### config.mk
export PLATFORM = sky130hd
export DESIGN_NAME = nfc_host
export DESIGN_NICKNAME = d
export VERILOG_FILES = /design/src/nfc_pkg.sv /design/src/nfc_fifo.sv /design/src/nfc_host.sv
export VERILOG_INCLUDE_DIRS = /design/src
export SDC_FILE = /design/constraint.sdc
export NUM_CORES = 1
export LEC_CHECK = 0
export BUFFER_PORTS_ARGS = -buffer_cell sky130_fd_sc_hd__buf_2
export CAP_MARGIN = 20
export CORE_UTILIZATION = 35
export DETAILED_ROUTE_END_ITERATION = 8
export HOLD_SLACK_MARGIN = 0.05
export SLEW_MARGIN = 40
export SYNTH_ARGS = -nofsm -noshare
export SYNTH_HDL_FRONTEND = slang
export SYNTH_HIERARCHICAL = 1
export SYNTH_SLANG_ARGS = --single-unit
### constraint.sdc
create_clock -name clk -period 3.2 [get_ports clk]
set_input_delay 0.32 -clock clk [delete_from_list [all_inputs] [get_ports clk]]
set_output_delay 0.32 -clock clk [all_outputs]
set_load 0.005 [all_outputs]
### src/nfc_consts.svh
// Constants of the NAND flash host controller
`ifndef NFC_CONSTS_SVH
`define NFC_CONSTS_SVH
`define NFC_CMD_READ_SETUP   8'h00
`define NFC_CMD_READ_CONF    8'h30
`define NFC_CMD_CPBK_READ    8'h35
`define NFC_CMD_READ_ID      8'h90
`define NFC_CMD_RESET        8'hFF
`define NFC_CMD_PROG_SETUP   8'h80
`define NFC_CMD_PROG_CONF    8'h10
`define NFC_CMD_CACHE_CONF   8'h15
`define NFC_CMD_CPBK_PROG    8'h85
`define NFC_CMD_ERASE_SETUP  8'h60
`define NFC_CMD_ERASE_CONF   8'hD0
`define NFC_CMD_RAND_IN      8'h85
`define NFC_CMD_RAND_OUT     8'h05
`define NFC_CMD_RAND_OUT_C   8'hE0
`define NFC_CMD_STATUS       8'h70
`define NFC_ADDR_BITS_X8     28
`define NFC_ADDR_BITS_X16    27
`define NFC_COL_BITS_X8      12
`define NFC_COL_BITS_X16     11
`define NFC_PAGE_BYTES_X8    2112
`define NFC_PAGE_WORDS_X16   1056
`define NFC_PAGES            65536
`define NFC_BLOCKS           1024
`define NFC_STROBE_LOW_CYC   2
`define NFC_STROBE_HIGH_CYC  2
`endif

### src/nfc_pkg.sv
// Types of the NAND flash host controller
package nfc_pkg;
   typedef enum logic [2:0] {
      NFC_OP_RESET  = 3'h0,
      NFC_OP_STATUS = 3'h1,
      NFC_OP_ID     = 3'h2,
      NFC_OP_READ   = 3'h3,
      NFC_OP_PROG   = 3'h4,
      NFC_OP_ERASE  = 3'h5,
      NFC_OP_CACHE  = 3'h6,
      NFC_OP_CPBK   = 3'h7
   } nfc_op_t;

   typedef enum logic [7:0] {
      NFC_IDLE   = 8'h01,
      NFC_CMD1   = 8'h02,
      NFC_ADDR   = 8'h04,
      NFC_WDATA  = 8'h08,
      NFC_CMD2   = 8'h10,
      NFC_WAIT   = 8'h20,
      NFC_RDATA  = 8'h40,
      NFC_DONE   = 8'h80
   } nfc_state_t;
endpackage

### src/nfc_fifo.sv
// Parameterised valid/ready FIFO in flip-flops
`timescale 1ns/10ps
module nfc_fifo #(
   parameter int WIDTH = 16,
   parameter int DEPTH = 8
) (
   input  wire logic             clk,
   input  wire logic             srst,
   input  wire logic             in_valid,
   output logic                  in_ready,
   input  wire logic [WIDTH-1:0] in_data,
   output logic                  out_valid,
   input  wire logic             out_ready,
   output logic [WIDTH-1:0]      out_data
);
   localparam int AW = $clog2(DEPTH);
   logic [WIDTH-1:0] mem_q [DEPTH];
   logic [WIDTH-1:0] mem_d [DEPTH];
   logic [AW-1:0]    wr_q, wr_d, rd_q, rd_d;
   logic [AW:0]      cnt_q, cnt_d;
   logic             push, pop;

   // ----------------------------------------
   // Pointers and storage
   // ----------------------------------------
   always_comb begin
      in_ready  = (cnt_q != (AW+1)'(DEPTH));
      out_valid = (cnt_q != '0);
      push      = in_valid && in_ready;
      pop       = out_valid && out_ready;
      out_data  = mem_q[rd_q];
      mem_d     = mem_q;
      wr_d      = wr_q;
      rd_d      = rd_q;
      cnt_d     = cnt_q;
      if (push) begin
         mem_d[wr_q] = in_data;
         wr_d = (wr_q == AW'(DEPTH-1)) ? '0 : wr_q + 1'b1;
      end
      if (pop) begin
         rd_d = (rd_q == AW'(DEPTH-1)) ? '0 : rd_q + 1'b1;
      end
      if (push && !pop) begin
         cnt_d = cnt_q + 1'b1;
      end else if (pop && !push) begin
         cnt_d = cnt_q - 1'b1;
      end
   end

   always_ff @(posedge clk) begin
      if (srst) begin
         wr_q  <= '0;
         rd_q  <= '0;
         cnt_q <= '0;
      end else begin
         wr_q  <= wr_d;
         rd_q  <= rd_d;
         cnt_q <= cnt_d;
      end
      mem_q <= mem_d;
   end
endmodule

### src/nfc_host.sv
// Host-side controller driving the NAND flash command, address and data pins
//
// Operation
// RULE1: Four address cycles: two column, two row
// RULE2: Unused address bits and upper lanes driven low
// RULE3: Device ignores surplus address cycles
// RULE4: 65,536 pages of 2112 bytes/1056 words
// RULE5: Device chains data and cache registers
// RULE6: Page read/program, block erase, 1024 blocks
// RULE7: Commands and addresses on low eight lines
// RULE8: Write strobe pulsed low with chip select low
// RULE9: Latch strobes select command, address or data
// RULE10: Reset, status, identifier are single-cycle commands
// RULE11: Read, program, erase use setup then confirm
// RULE12: Erase takes only two row cycles
// RULE13: Busy device takes only reset, status
// RULE14: Cache program loads cache during programming
// RULE15: Copy-back: read 00h/35h, program 85h/10h; code never issues 35h, its copy-back op sends only 85h/10h
// RULE16: Random data in/out stays within page
// RULE17: Never issue undefined command codes
// RULE18: Device auto-reads first page after power-on
// RULE19: Ready/busy low during operation
// RULE20: Read strobe fall gives next data item
// RULE21: Device ignores chip select high while busy
// RULE22: Auto-read enabled only by tied-high input
// RULE23: Wait for ready before other commands
// RULE24: Latch strobes low in data, never both
`timescale 1ns/10ps
`include "nfc_consts.svh"
module nfc_host #(
   parameter int IO_W  = 16,
   parameter int DEPTH = 8,
   parameter int LEN_W = 12
) (
   input  wire logic                clk,
   input  wire logic                srst,
   input  wire logic                word_org,
   input  wire logic                req_valid,
   output logic                     req_ready,
   input  wire logic [2:0]          req_op,
   input  wire logic [27:0]         req_addr,
   input  wire logic [LEN_W-1:0]    req_len,
   input  wire logic                wr_valid,
   output logic                     wr_ready,
   input  wire logic [IO_W-1:0]     wr_data,
   output logic                     rd_valid,
   input  wire logic                rd_ready,
   output logic [IO_W-1:0]          rd_data,
   output logic                     done,
   output logic                     chip_sel_n,
   output logic                     cmd_latch,
   output logic                     addr_latch,
   output logic                     write_strobe_n,
   output logic                     read_strobe_n,
   output logic [IO_W-1:0]          io_out,
   output logic                     io_oe_n,
   input  wire logic [IO_W-1:0]     io_in,
   input  wire logic                ready_busy
);
   nfc_pkg::nfc_state_t st_q, st_d;
   nfc_pkg::nfc_op_t    op_q, op_d;
   logic [27:0]      addr_q, addr_d;
   logic [LEN_W-1:0] len_q, len_d;
   logic [1:0]       acnt_q, acnt_d;
   logic [1:0]       tcnt_q, tcnt_d;
   logic             ph_q, ph_d;
   logic             worg_q, worg_d;
   logic [IO_W-1:0]  io_q, io_d;
   logic             we_q, we_d, re_q, re_d, cle_q, cle_d, ale_q, ale_d, ce_q, ce_d;
   logic             oe_q, oe_d;
   logic [IO_W-1:0]  rdat_q, rdat_d;
   logic             cap_q, cap_d;
   logic             rb_seen_q, rb_seen_d;
   logic             fin_valid, fin_ready, fout_valid, fout_ready;
   logic [IO_W-1:0]  fout_data;
   logic [7:0]       acyc;
   logic             tick;

   // ----------------------------------------
   // Read data buffer
   // ----------------------------------------
   nfc_fifo #(.WIDTH(IO_W), .DEPTH(DEPTH)) u_rd_fifo (
      .clk       (clk),
      .srst      (srst),
      .in_valid  (fin_valid),
      .in_ready  (fin_ready),
      .in_data   (rdat_q),
      .out_valid (fout_valid),
      .out_ready (fout_ready),
      .out_data  (fout_data)
   );
   assign fin_valid  = cap_q;
   assign rd_valid   = fout_valid;
   assign fout_ready = rd_ready;
   assign rd_data    = fout_data;

   assign chip_sel_n     = ce_q;
   assign cmd_latch      = cle_q;
   assign addr_latch     = ale_q;
   assign write_strobe_n = we_q;
   assign read_strobe_n  = re_q;
   assign io_out         = io_q;
   assign io_oe_n        = oe_q;
   assign req_ready      = (st_q == nfc_pkg::NFC_IDLE);
   assign wr_ready       = (st_q == nfc_pkg::NFC_WDATA) && !ph_q && tcnt_q == 2'h0;

   // ----------------------------------------
   // Address cycle byte
   // ----------------------------------------
   always_comb begin
      acyc = 8'h00;
      // RULE1: column then row
      unique case (acnt_q)
         // RULE16: column start within page
         2'h0: acyc = addr_q[7:0];
         // RULE2: unused column bits low
         2'h1: acyc = worg_q ? {5'h00, addr_q[10:8]} : {4'h0, addr_q[11:8]};
         2'h2: acyc = worg_q ? addr_q[18:11] : addr_q[19:12];
         2'h3: acyc = worg_q ? addr_q[26:19] : addr_q[27:20];
      endcase
   end

   // ----------------------------------------
   // Sequencer
   // ----------------------------------------
   always_comb begin
      st_d = st_q; op_d = op_q; addr_d = addr_q; len_d = len_q;
      acnt_d = acnt_q; ph_d = ph_q; worg_d = worg_q;
      io_d = io_q; we_d = 1'b1; re_d = 1'b1; cle_d = cle_q; ale_d = ale_q;
      ce_d = ce_q; oe_d = oe_q; rdat_d = rdat_q; cap_d = 1'b0;
      rb_seen_d = rb_seen_q; done = 1'b0;
      tick = (tcnt_q == 2'h0);
      tcnt_d = tick ? 2'h0 : tcnt_q - 2'h1;
      unique case (st_q)
         nfc_pkg::NFC_IDLE: begin
            ce_d = 1'b1; cle_d = 1'b0; ale_d = 1'b0; oe_d = 1'b1;
            // RULE23: only start when ready
            if (req_valid && ready_busy) begin
               op_d = nfc_pkg::nfc_op_t'(req_op);
               addr_d = req_addr; len_d = req_len; worg_d = word_org;
               acnt_d = (req_op == 3'(nfc_pkg::NFC_OP_ERASE)) ? 2'h2 : 2'h0;
               ph_d = 1'b0; ce_d = 1'b0; st_d = nfc_pkg::NFC_CMD1;
            end
         end
         nfc_pkg::NFC_CMD1, nfc_pkg::NFC_CMD2: begin
            // RULE9: command cycle, RULE24: one latch only
            cle_d = 1'b1; ale_d = 1'b0; oe_d = 1'b0;
            // RULE17: only defined codes, RULE10: RULE11: setup/confirm
            if (st_q == nfc_pkg::NFC_CMD1) begin
               unique case (op_q)
                  nfc_pkg::NFC_OP_RESET:  io_d = IO_W'(`NFC_CMD_RESET);
                  nfc_pkg::NFC_OP_STATUS: io_d = IO_W'(`NFC_CMD_STATUS);
                  nfc_pkg::NFC_OP_ID:     io_d = IO_W'(`NFC_CMD_READ_ID);
                  nfc_pkg::NFC_OP_ERASE:  io_d = IO_W'(`NFC_CMD_ERASE_SETUP);
                  nfc_pkg::NFC_OP_CPBK:   io_d = IO_W'(`NFC_CMD_CPBK_PROG);
                  nfc_pkg::NFC_OP_PROG, nfc_pkg::NFC_OP_CACHE:
                     io_d = IO_W'(`NFC_CMD_PROG_SETUP);
                  default:                io_d = IO_W'(`NFC_CMD_READ_SETUP);
               endcase
            end else begin
               unique case (op_q)
                  nfc_pkg::NFC_OP_ERASE:  io_d = IO_W'(`NFC_CMD_ERASE_CONF);
                  nfc_pkg::NFC_OP_CACHE:  io_d = IO_W'(`NFC_CMD_CACHE_CONF);
                  nfc_pkg::NFC_OP_READ:   io_d = IO_W'(`NFC_CMD_READ_CONF);
                  default:                io_d = IO_W'(`NFC_CMD_PROG_CONF);
               endcase
            end
            // RULE8: strobe low then rising edge
            if (tick) begin
               if (!ph_q) begin
                  ph_d = 1'b1; tcnt_d = 2'(`NFC_STROBE_LOW_CYC - 1);
               end else begin
                  ph_d = 1'b0; tcnt_d = 2'(`NFC_STROBE_HIGH_CYC - 1);
                  if (st_q == nfc_pkg::NFC_CMD2) begin
                     st_d = nfc_pkg::NFC_WAIT; rb_seen_d = 1'b0;
                  end else if (op_q == nfc_pkg::NFC_OP_RESET) begin
                     st_d = nfc_pkg::NFC_WAIT; rb_seen_d = 1'b0;
                  end else if (op_q == nfc_pkg::NFC_OP_STATUS) begin
                     st_d = nfc_pkg::NFC_RDATA; len_d = LEN_W'(1);
                  end else begin
                     st_d = nfc_pkg::NFC_ADDR;
                  end
               end
            end
            we_d = !(ph_d && !tick) && !(tick && !ph_q);
         end
         nfc_pkg::NFC_ADDR: begin
            cle_d = 1'b0; ale_d = 1'b1; oe_d = 1'b0;
            // RULE7: address on low lane only
            io_d = IO_W'(acyc);
            if (tick) begin
               if (!ph_q) begin
                  ph_d = 1'b1; tcnt_d = 2'(`NFC_STROBE_LOW_CYC - 1);
               end else begin
                  ph_d = 1'b0; tcnt_d = 2'(`NFC_STROBE_HIGH_CYC - 1);
                  acnt_d = acnt_q + 2'h1;
                  // RULE12: identifier takes one cycle, erase two
                  if (op_q == nfc_pkg::NFC_OP_ID || acnt_q == 2'h3) begin
                     // Address latch held through strobe rise
                     unique case (op_q)
                        nfc_pkg::NFC_OP_ID:    st_d = nfc_pkg::NFC_RDATA;
                        nfc_pkg::NFC_OP_ERASE: st_d = nfc_pkg::NFC_CMD2;
                        nfc_pkg::NFC_OP_READ:  st_d = nfc_pkg::NFC_CMD2;
                        default:               st_d = nfc_pkg::NFC_WDATA;
                     endcase
                     if (op_q == nfc_pkg::NFC_OP_CPBK && len_q == '0) begin
                        st_d = nfc_pkg::NFC_CMD2;
                     end
                  end
               end
            end
            we_d = !(ph_d && !tick) && !(tick && !ph_q);
            if (op_q == nfc_pkg::NFC_OP_ID) begin
               io_d = '0;
            end
         end
         nfc_pkg::NFC_WDATA: begin
            // RULE24: latches low for data
            cle_d = 1'b0; ale_d = 1'b0; oe_d = 1'b0;
            if (tick && !ph_q && wr_valid) begin
               io_d = worg_q ? wr_data : {{(IO_W-8){1'b0}}, wr_data[7:0]};
               ph_d = 1'b1; tcnt_d = 2'(`NFC_STROBE_LOW_CYC - 1);
            end else if (tick && ph_q) begin
               ph_d = 1'b0; tcnt_d = 2'(`NFC_STROBE_HIGH_CYC - 1);
               len_d = len_q - 1'b1;
               if (len_q == LEN_W'(1)) begin
                  st_d = nfc_pkg::NFC_CMD2;
               end
            end
            we_d = !(ph_d && !tick) && !(tick && ph_d && !ph_q);
         end
         nfc_pkg::NFC_WAIT: begin
            // RULE19: wait for busy then ready
            oe_d = 1'b1; cle_d = 1'b0;
            if (!ready_busy) begin
               rb_seen_d = 1'b1;
            end
            if ((rb_seen_q || tick) && ready_busy && tcnt_q == 2'h0 && rb_seen_q) begin
               st_d = (op_q == nfc_pkg::NFC_OP_READ) ? nfc_pkg::NFC_RDATA
                                                     : nfc_pkg::NFC_DONE;
            end
         end
         nfc_pkg::NFC_RDATA: begin
            // RULE20: read strobe fall per item
            oe_d = 1'b1; cle_d = 1'b0; ale_d = 1'b0;
            if (len_q == '0) begin
               st_d = nfc_pkg::NFC_DONE;
            end else if (tick && !ph_q && fin_ready) begin
               ph_d = 1'b1; tcnt_d = 2'(`NFC_STROBE_LOW_CYC - 1);
            end else if (tick && ph_q) begin
               rdat_d = worg_q ? io_in : {{(IO_W-8){1'b0}}, io_in[7:0]};
               cap_d = 1'b1; ph_d = 1'b0;
               tcnt_d = 2'(`NFC_STROBE_HIGH_CYC - 1);
               len_d = len_q - 1'b1;
            end
            re_d = !(ph_d && !(tick && ph_q));
         end
         nfc_pkg::NFC_DONE: begin
            done = 1'b1; ce_d = 1'b1; oe_d = 1'b1; st_d = nfc_pkg::NFC_IDLE;
         end
         default: st_d = nfc_pkg::NFC_IDLE;
      endcase
   end

   always_ff @(posedge clk) begin
      if (srst) begin
         st_q <= nfc_pkg::NFC_IDLE; op_q <= nfc_pkg::NFC_OP_RESET;
         addr_q <= '0; len_q <= '0; acnt_q <= 2'h0; tcnt_q <= 2'h0;
         ph_q <= 1'b0; worg_q <= 1'b0; io_q <= '0;
         we_q <= 1'b1; re_q <= 1'b1; cle_q <= 1'b0; ale_q <= 1'b0;
         ce_q <= 1'b1; oe_q <= 1'b1; rdat_q <= '0; cap_q <= 1'b0;
         rb_seen_q <= 1'b0;
      end else begin
         st_q <= st_d; op_q <= op_d; addr_q <= addr_d; len_q <= len_d;
         acnt_q <= acnt_d; tcnt_q <= tcnt_d; ph_q <= ph_d; worg_q <= worg_d;
         io_q <= io_d; we_q <= we_d; re_q <= re_d; cle_q <= cle_d;
         ale_q <= ale_d; ce_q <= ce_d; oe_q <= oe_d; rdat_q <= rdat_d;
         cap_q <= cap_d; rb_seen_q <= rb_seen_d;
      end
   end
endmodule

==> results_dict.tcl <==
set metrics [dict create \
    port_buffers 123 \
    power-per-cell-area_mw_per_mm2 669 \
    switching_share 0.293 \
    synth_warnings 6 \
    totalNegativeSetupSlack_ns 0 \
    postSynthNetCount 1013 \
    setup_repair_after_global_routing_missed_its_margin "false" \
    reg2reg_depth 10 \
    antenna_left 0 \
    report.final.setup_viol 0 \
    clock_insertion_delay_worst_skew_ns 0.53 \
    finalCriticalPeriod_ns 2.85 \
    grt_max_degree 76 \
    final_layout_size_suffix_gt1_frac 0.227 \
    dp_worst_setup_slack_ns 0.344 \
    crit-reg2reg-launch "u_rd_fifo/cnt_q[0]" \
    cp-end-kind "flip-flop" \
    timing_worst_slew_pin_value_ns 0.732 \
    design.portCount 124 \
    syn_area_mm2 0.0106 \
    critPathMaxStageDelay_ns 0.57 \
    timing.setup.critical_path_class "reg -> reg" \
    antenna_violations_before_repair 0 \
    worstPathCellList "or4b_4, nand2_2, inv_1, ha_1, inv_1, ha_1, a21oi_1, a211oi_1, a31oi_1, mux2_2" \
    antennaDiodeCount 0 \
    crit_path_end "u_rd_fifo/cnt_q[3]" \
    yosys.area_share.adder 0.0219 \
    timing.hold.worst.class "in -> reg" \
    syn_to_final_growth_pct 22.7 \
    final_instance_area_mm2 0.0130 \
    cts_made_buffers 25 \
    post_synth.cell_area_avg_um2 11.6 \
    final-hold-violation-count 0 \
    gp_routability_congestion 0.854 \
    combinational_power_share 0.238 \
    drt_pre_antenna_iters 5 \
    std_cell_rows 63 \
    vias_per_cell 5.21 \
    synth.lib_cells_used.distinct 72 \
    crit_start "u_rd_fifo/cnt_q[0]" \
    num-nets-final 1179 \
    critical-path-slowest-cell "or4b_4" \
    die_x_um 176 \
    worst_path_dominant_cell_family "simple AND/OR/NAND/NOR gates" \
    worst-path-stages 10 \
    number_of_synthesized_flops_with_an_enable_pin 128 \
    grt_pass1_wl_um 41300 \
    wl_um 26100 \
    synth_top_flop_cell "edfxtp_1" \
    max-vdd-ir-drop_uv 422 \
    worst_ep_required_time_ns 3.61 \
    ys_ff_latch 235 \
    drc 0 \
    synthDominantAreaCellType "edfxtp_1" \
    detailedPlacementHpwl_um 16900 \
    synth-compound-area-share 0.112 \
    leak_nw 4.65 \
    crit_buf_inv 2 \
    synth_simple_gate_area_frac 0.146 \
    dr_total_vias 7755 \
    worst_r2r_dst "u_rd_fifo/cnt_q[3]" \
    combinational_family_with_the_most_area_after_synthesis "simple AND/OR/NAND/NOR gates" \
    internal_power_mw 6.17 \
    register_area_share_after_synthesis 0.563 \
    first_iter_violations 522 \
    outcome "finished clean" \
    syn_inst 913 \
    timing.final.crit_share 0.892 \
    route.detailed.wl_per_inst_um 17.5 \
    yosys-mux-area-fraction 0.113 \
    htreeDepth 1 \
    netlist.area_leader.share 0.361 \
    slew_headroom 0.507 \
    async_flop_share 0 \
    fraction_of_synthesized_cell_area_in_xor_and_xnor_cells 0.00906 \
    power.share.sequential 0.414 \
    max_freq_mhz 350 \
    cts_num_sinks 235 \
    timing.critical_path.fanout_max 9 \
    postLayoutSetupSlackWorst_ns 0.346 \
    fin_skew_ns 0.0138 \
    p_clk_frac 0.348 \
    clkSlewWorstSetupHoldPaths_ns 0.06 \
    layout.core_utilization 0.438 \
    regToRegSetupSlack_ns 0.35 \
    critPathLaunchType "flip-flop" \
    timing.max_cap.violations 0 \
    grt_overflow_total 0 \
    placed_area_mm2 0.0117 \
    clock_tree_from_tritoncts "built" \
    ys_top_cells_by_area "edfxtp_1 (36%), dfxtp_1 (20%), mux4_1 (7.2%)" \
    worst-endpoint-arrival_ns 3.27 \
    post_cts.repair.setup_buffers 0 \
    clk_root_buffer_cell "clkbuf_16" \
    grtUsageTotal 0.168 \
    core_area_mm2 0.0298 \
    die_outline_area_mm2 0.0311 \
    floorplan.die.height_um 176 \
    initial_core_util 0.357 \
    first_global_vias 7641 \
    clk_path_buf_depth 3 \
    p_switching_mw 2.56 \
    final_max_slew_viol_count 0 \
]
## state kept, by name (all words and copies together) (netlist names), 4 cells and up
name             count
u_rd_fifo/mem_q    128
addr_q              28
io_out              16
rdat_q              16
len_q               12
st_q                 8
u_rd_fifo/cnt_q      4
## through the flow
step                total power [mW]  instances  hold slack, ns
global route                    9.16       1488          0.0691
detailed placement              5.69       1396           0.443
floorplan                       5.14        913           0.421
finish                          8.73       1488          0.0652
global placement                5.67       1394           0.434
CTS                             8.81       1488          0.0503
## cell usage after synthesis, types with 4 or more instances
cell / n
buf_2: 12
dfxtp_1: 107
a22oi_1: 7
a221oi_1: 10
nand2_1: 144
a311oi_1: 8
mux2_2: 24
nor4_1: 10
nand4_1: 4
nor3_1: 15
a21oi_1: 80
nand2b_1: 8
ha_1: 17
mux4_1: 29
o21ai_0: 28
or3_1: 5
nand3_1: 27
inv_1: 12
xnor2_1: 10
edfxtp_1: 128
o2bb2ai_1: 4
a211oi_1: 7
clkbuf_1: 40
o22ai_1: 4
a22o_1: 7
buf_6: 6
nand4b_1: 4
nor2b_1: 5
nor2_1: 70
mux2i_1: 10
## cell usage in the layout, fill, tap and decap left out, types with 28 or more instances in the layout
cell type      synthesis  routed
dlygate4sd3_1          0      46
edfxtp_1             128     128
buf_2                 12     122
nand2_1              144     144
mux4_1                29      29
nor2_1                70      70
dfxtp_1              107     104
buf_4                  2      31
o21ai_0               28      28
a21oi_1               80      80
## kinds of logic (layout without fill, tap and decap cells)
logic type	Yosys count	in the layout
simple gates	323	323
mux	66	66
buf+inv	75	260
fa+ha+maj	18	18
flops	235	235
xor+xnor	11	11
compound gates	185	185
## power groups by stage
stage	Clock [mW]	Combinational (mW)	Sequential, mW
after CTS	3.12	2.07	3.62
after floorplan	0	1.62	3.52
after global routing	3.23	2.28	3.65
after detailed placement	0	2.01	3.68
final	3.04	2.07	3.62
after global placement	0	2.00	3.67
## cell type report
class                      instances  area (um^2)
clock buffer                      26          629
clock inverter                    20          240
fill                            2791        16700
inverter                          12         45.0
multi-input combinational        603         4310
sequential                       235         5990
tap                              390          488
timing repair buffer             202         1340
## routing by layer
metal	part of all wire	up-vias	GRT usage
met3	0.054	55	0.0284
met2	0.48	230	0.286
met5	0	-	0
li1	-	3749	-
met4	0.027	0	0.0536
met1	0.44	3721	0.217
## worst register-to-register path, stage by stage (launching register included)
cell,delay (ns)
dfxtp_1,0.36
or4b_4,0.57
nand2_2,0.21
inv_1,0.12
ha_1,0.22
inv_1,0.15
ha_1,0.29
a21oi_1,0.20
a211oi_1,0.09
a31oi_1,0.16
mux2_2,0.35
## worst min path at each step
stage,start,to,slack (ns),cells past startpoint
2_1_floorplan,tcnt_q[0],tcnt_q[1],0.42,2
3_3_place_gp,tcnt_q[0],tcnt_q[1],0.43,2
3_5_place_dp,io_out[12],io_out[12],0.44,2
4_1_cts,io_in[1],rdat_q[1],0.05,3
5_1_grt,io_in[14],rdat_q[14],0.07,3
6_report,io_in[1],rdat_q[1],0.07,3
## what timing repair did
action / 4_1_cts / 5_1_grt
resized for setup: 0 / 0
hold buffers: 46 / 0
endpoints found under the hold margin: 46 / 0
No activity file was read; power rests on OpenSTA's default activity.
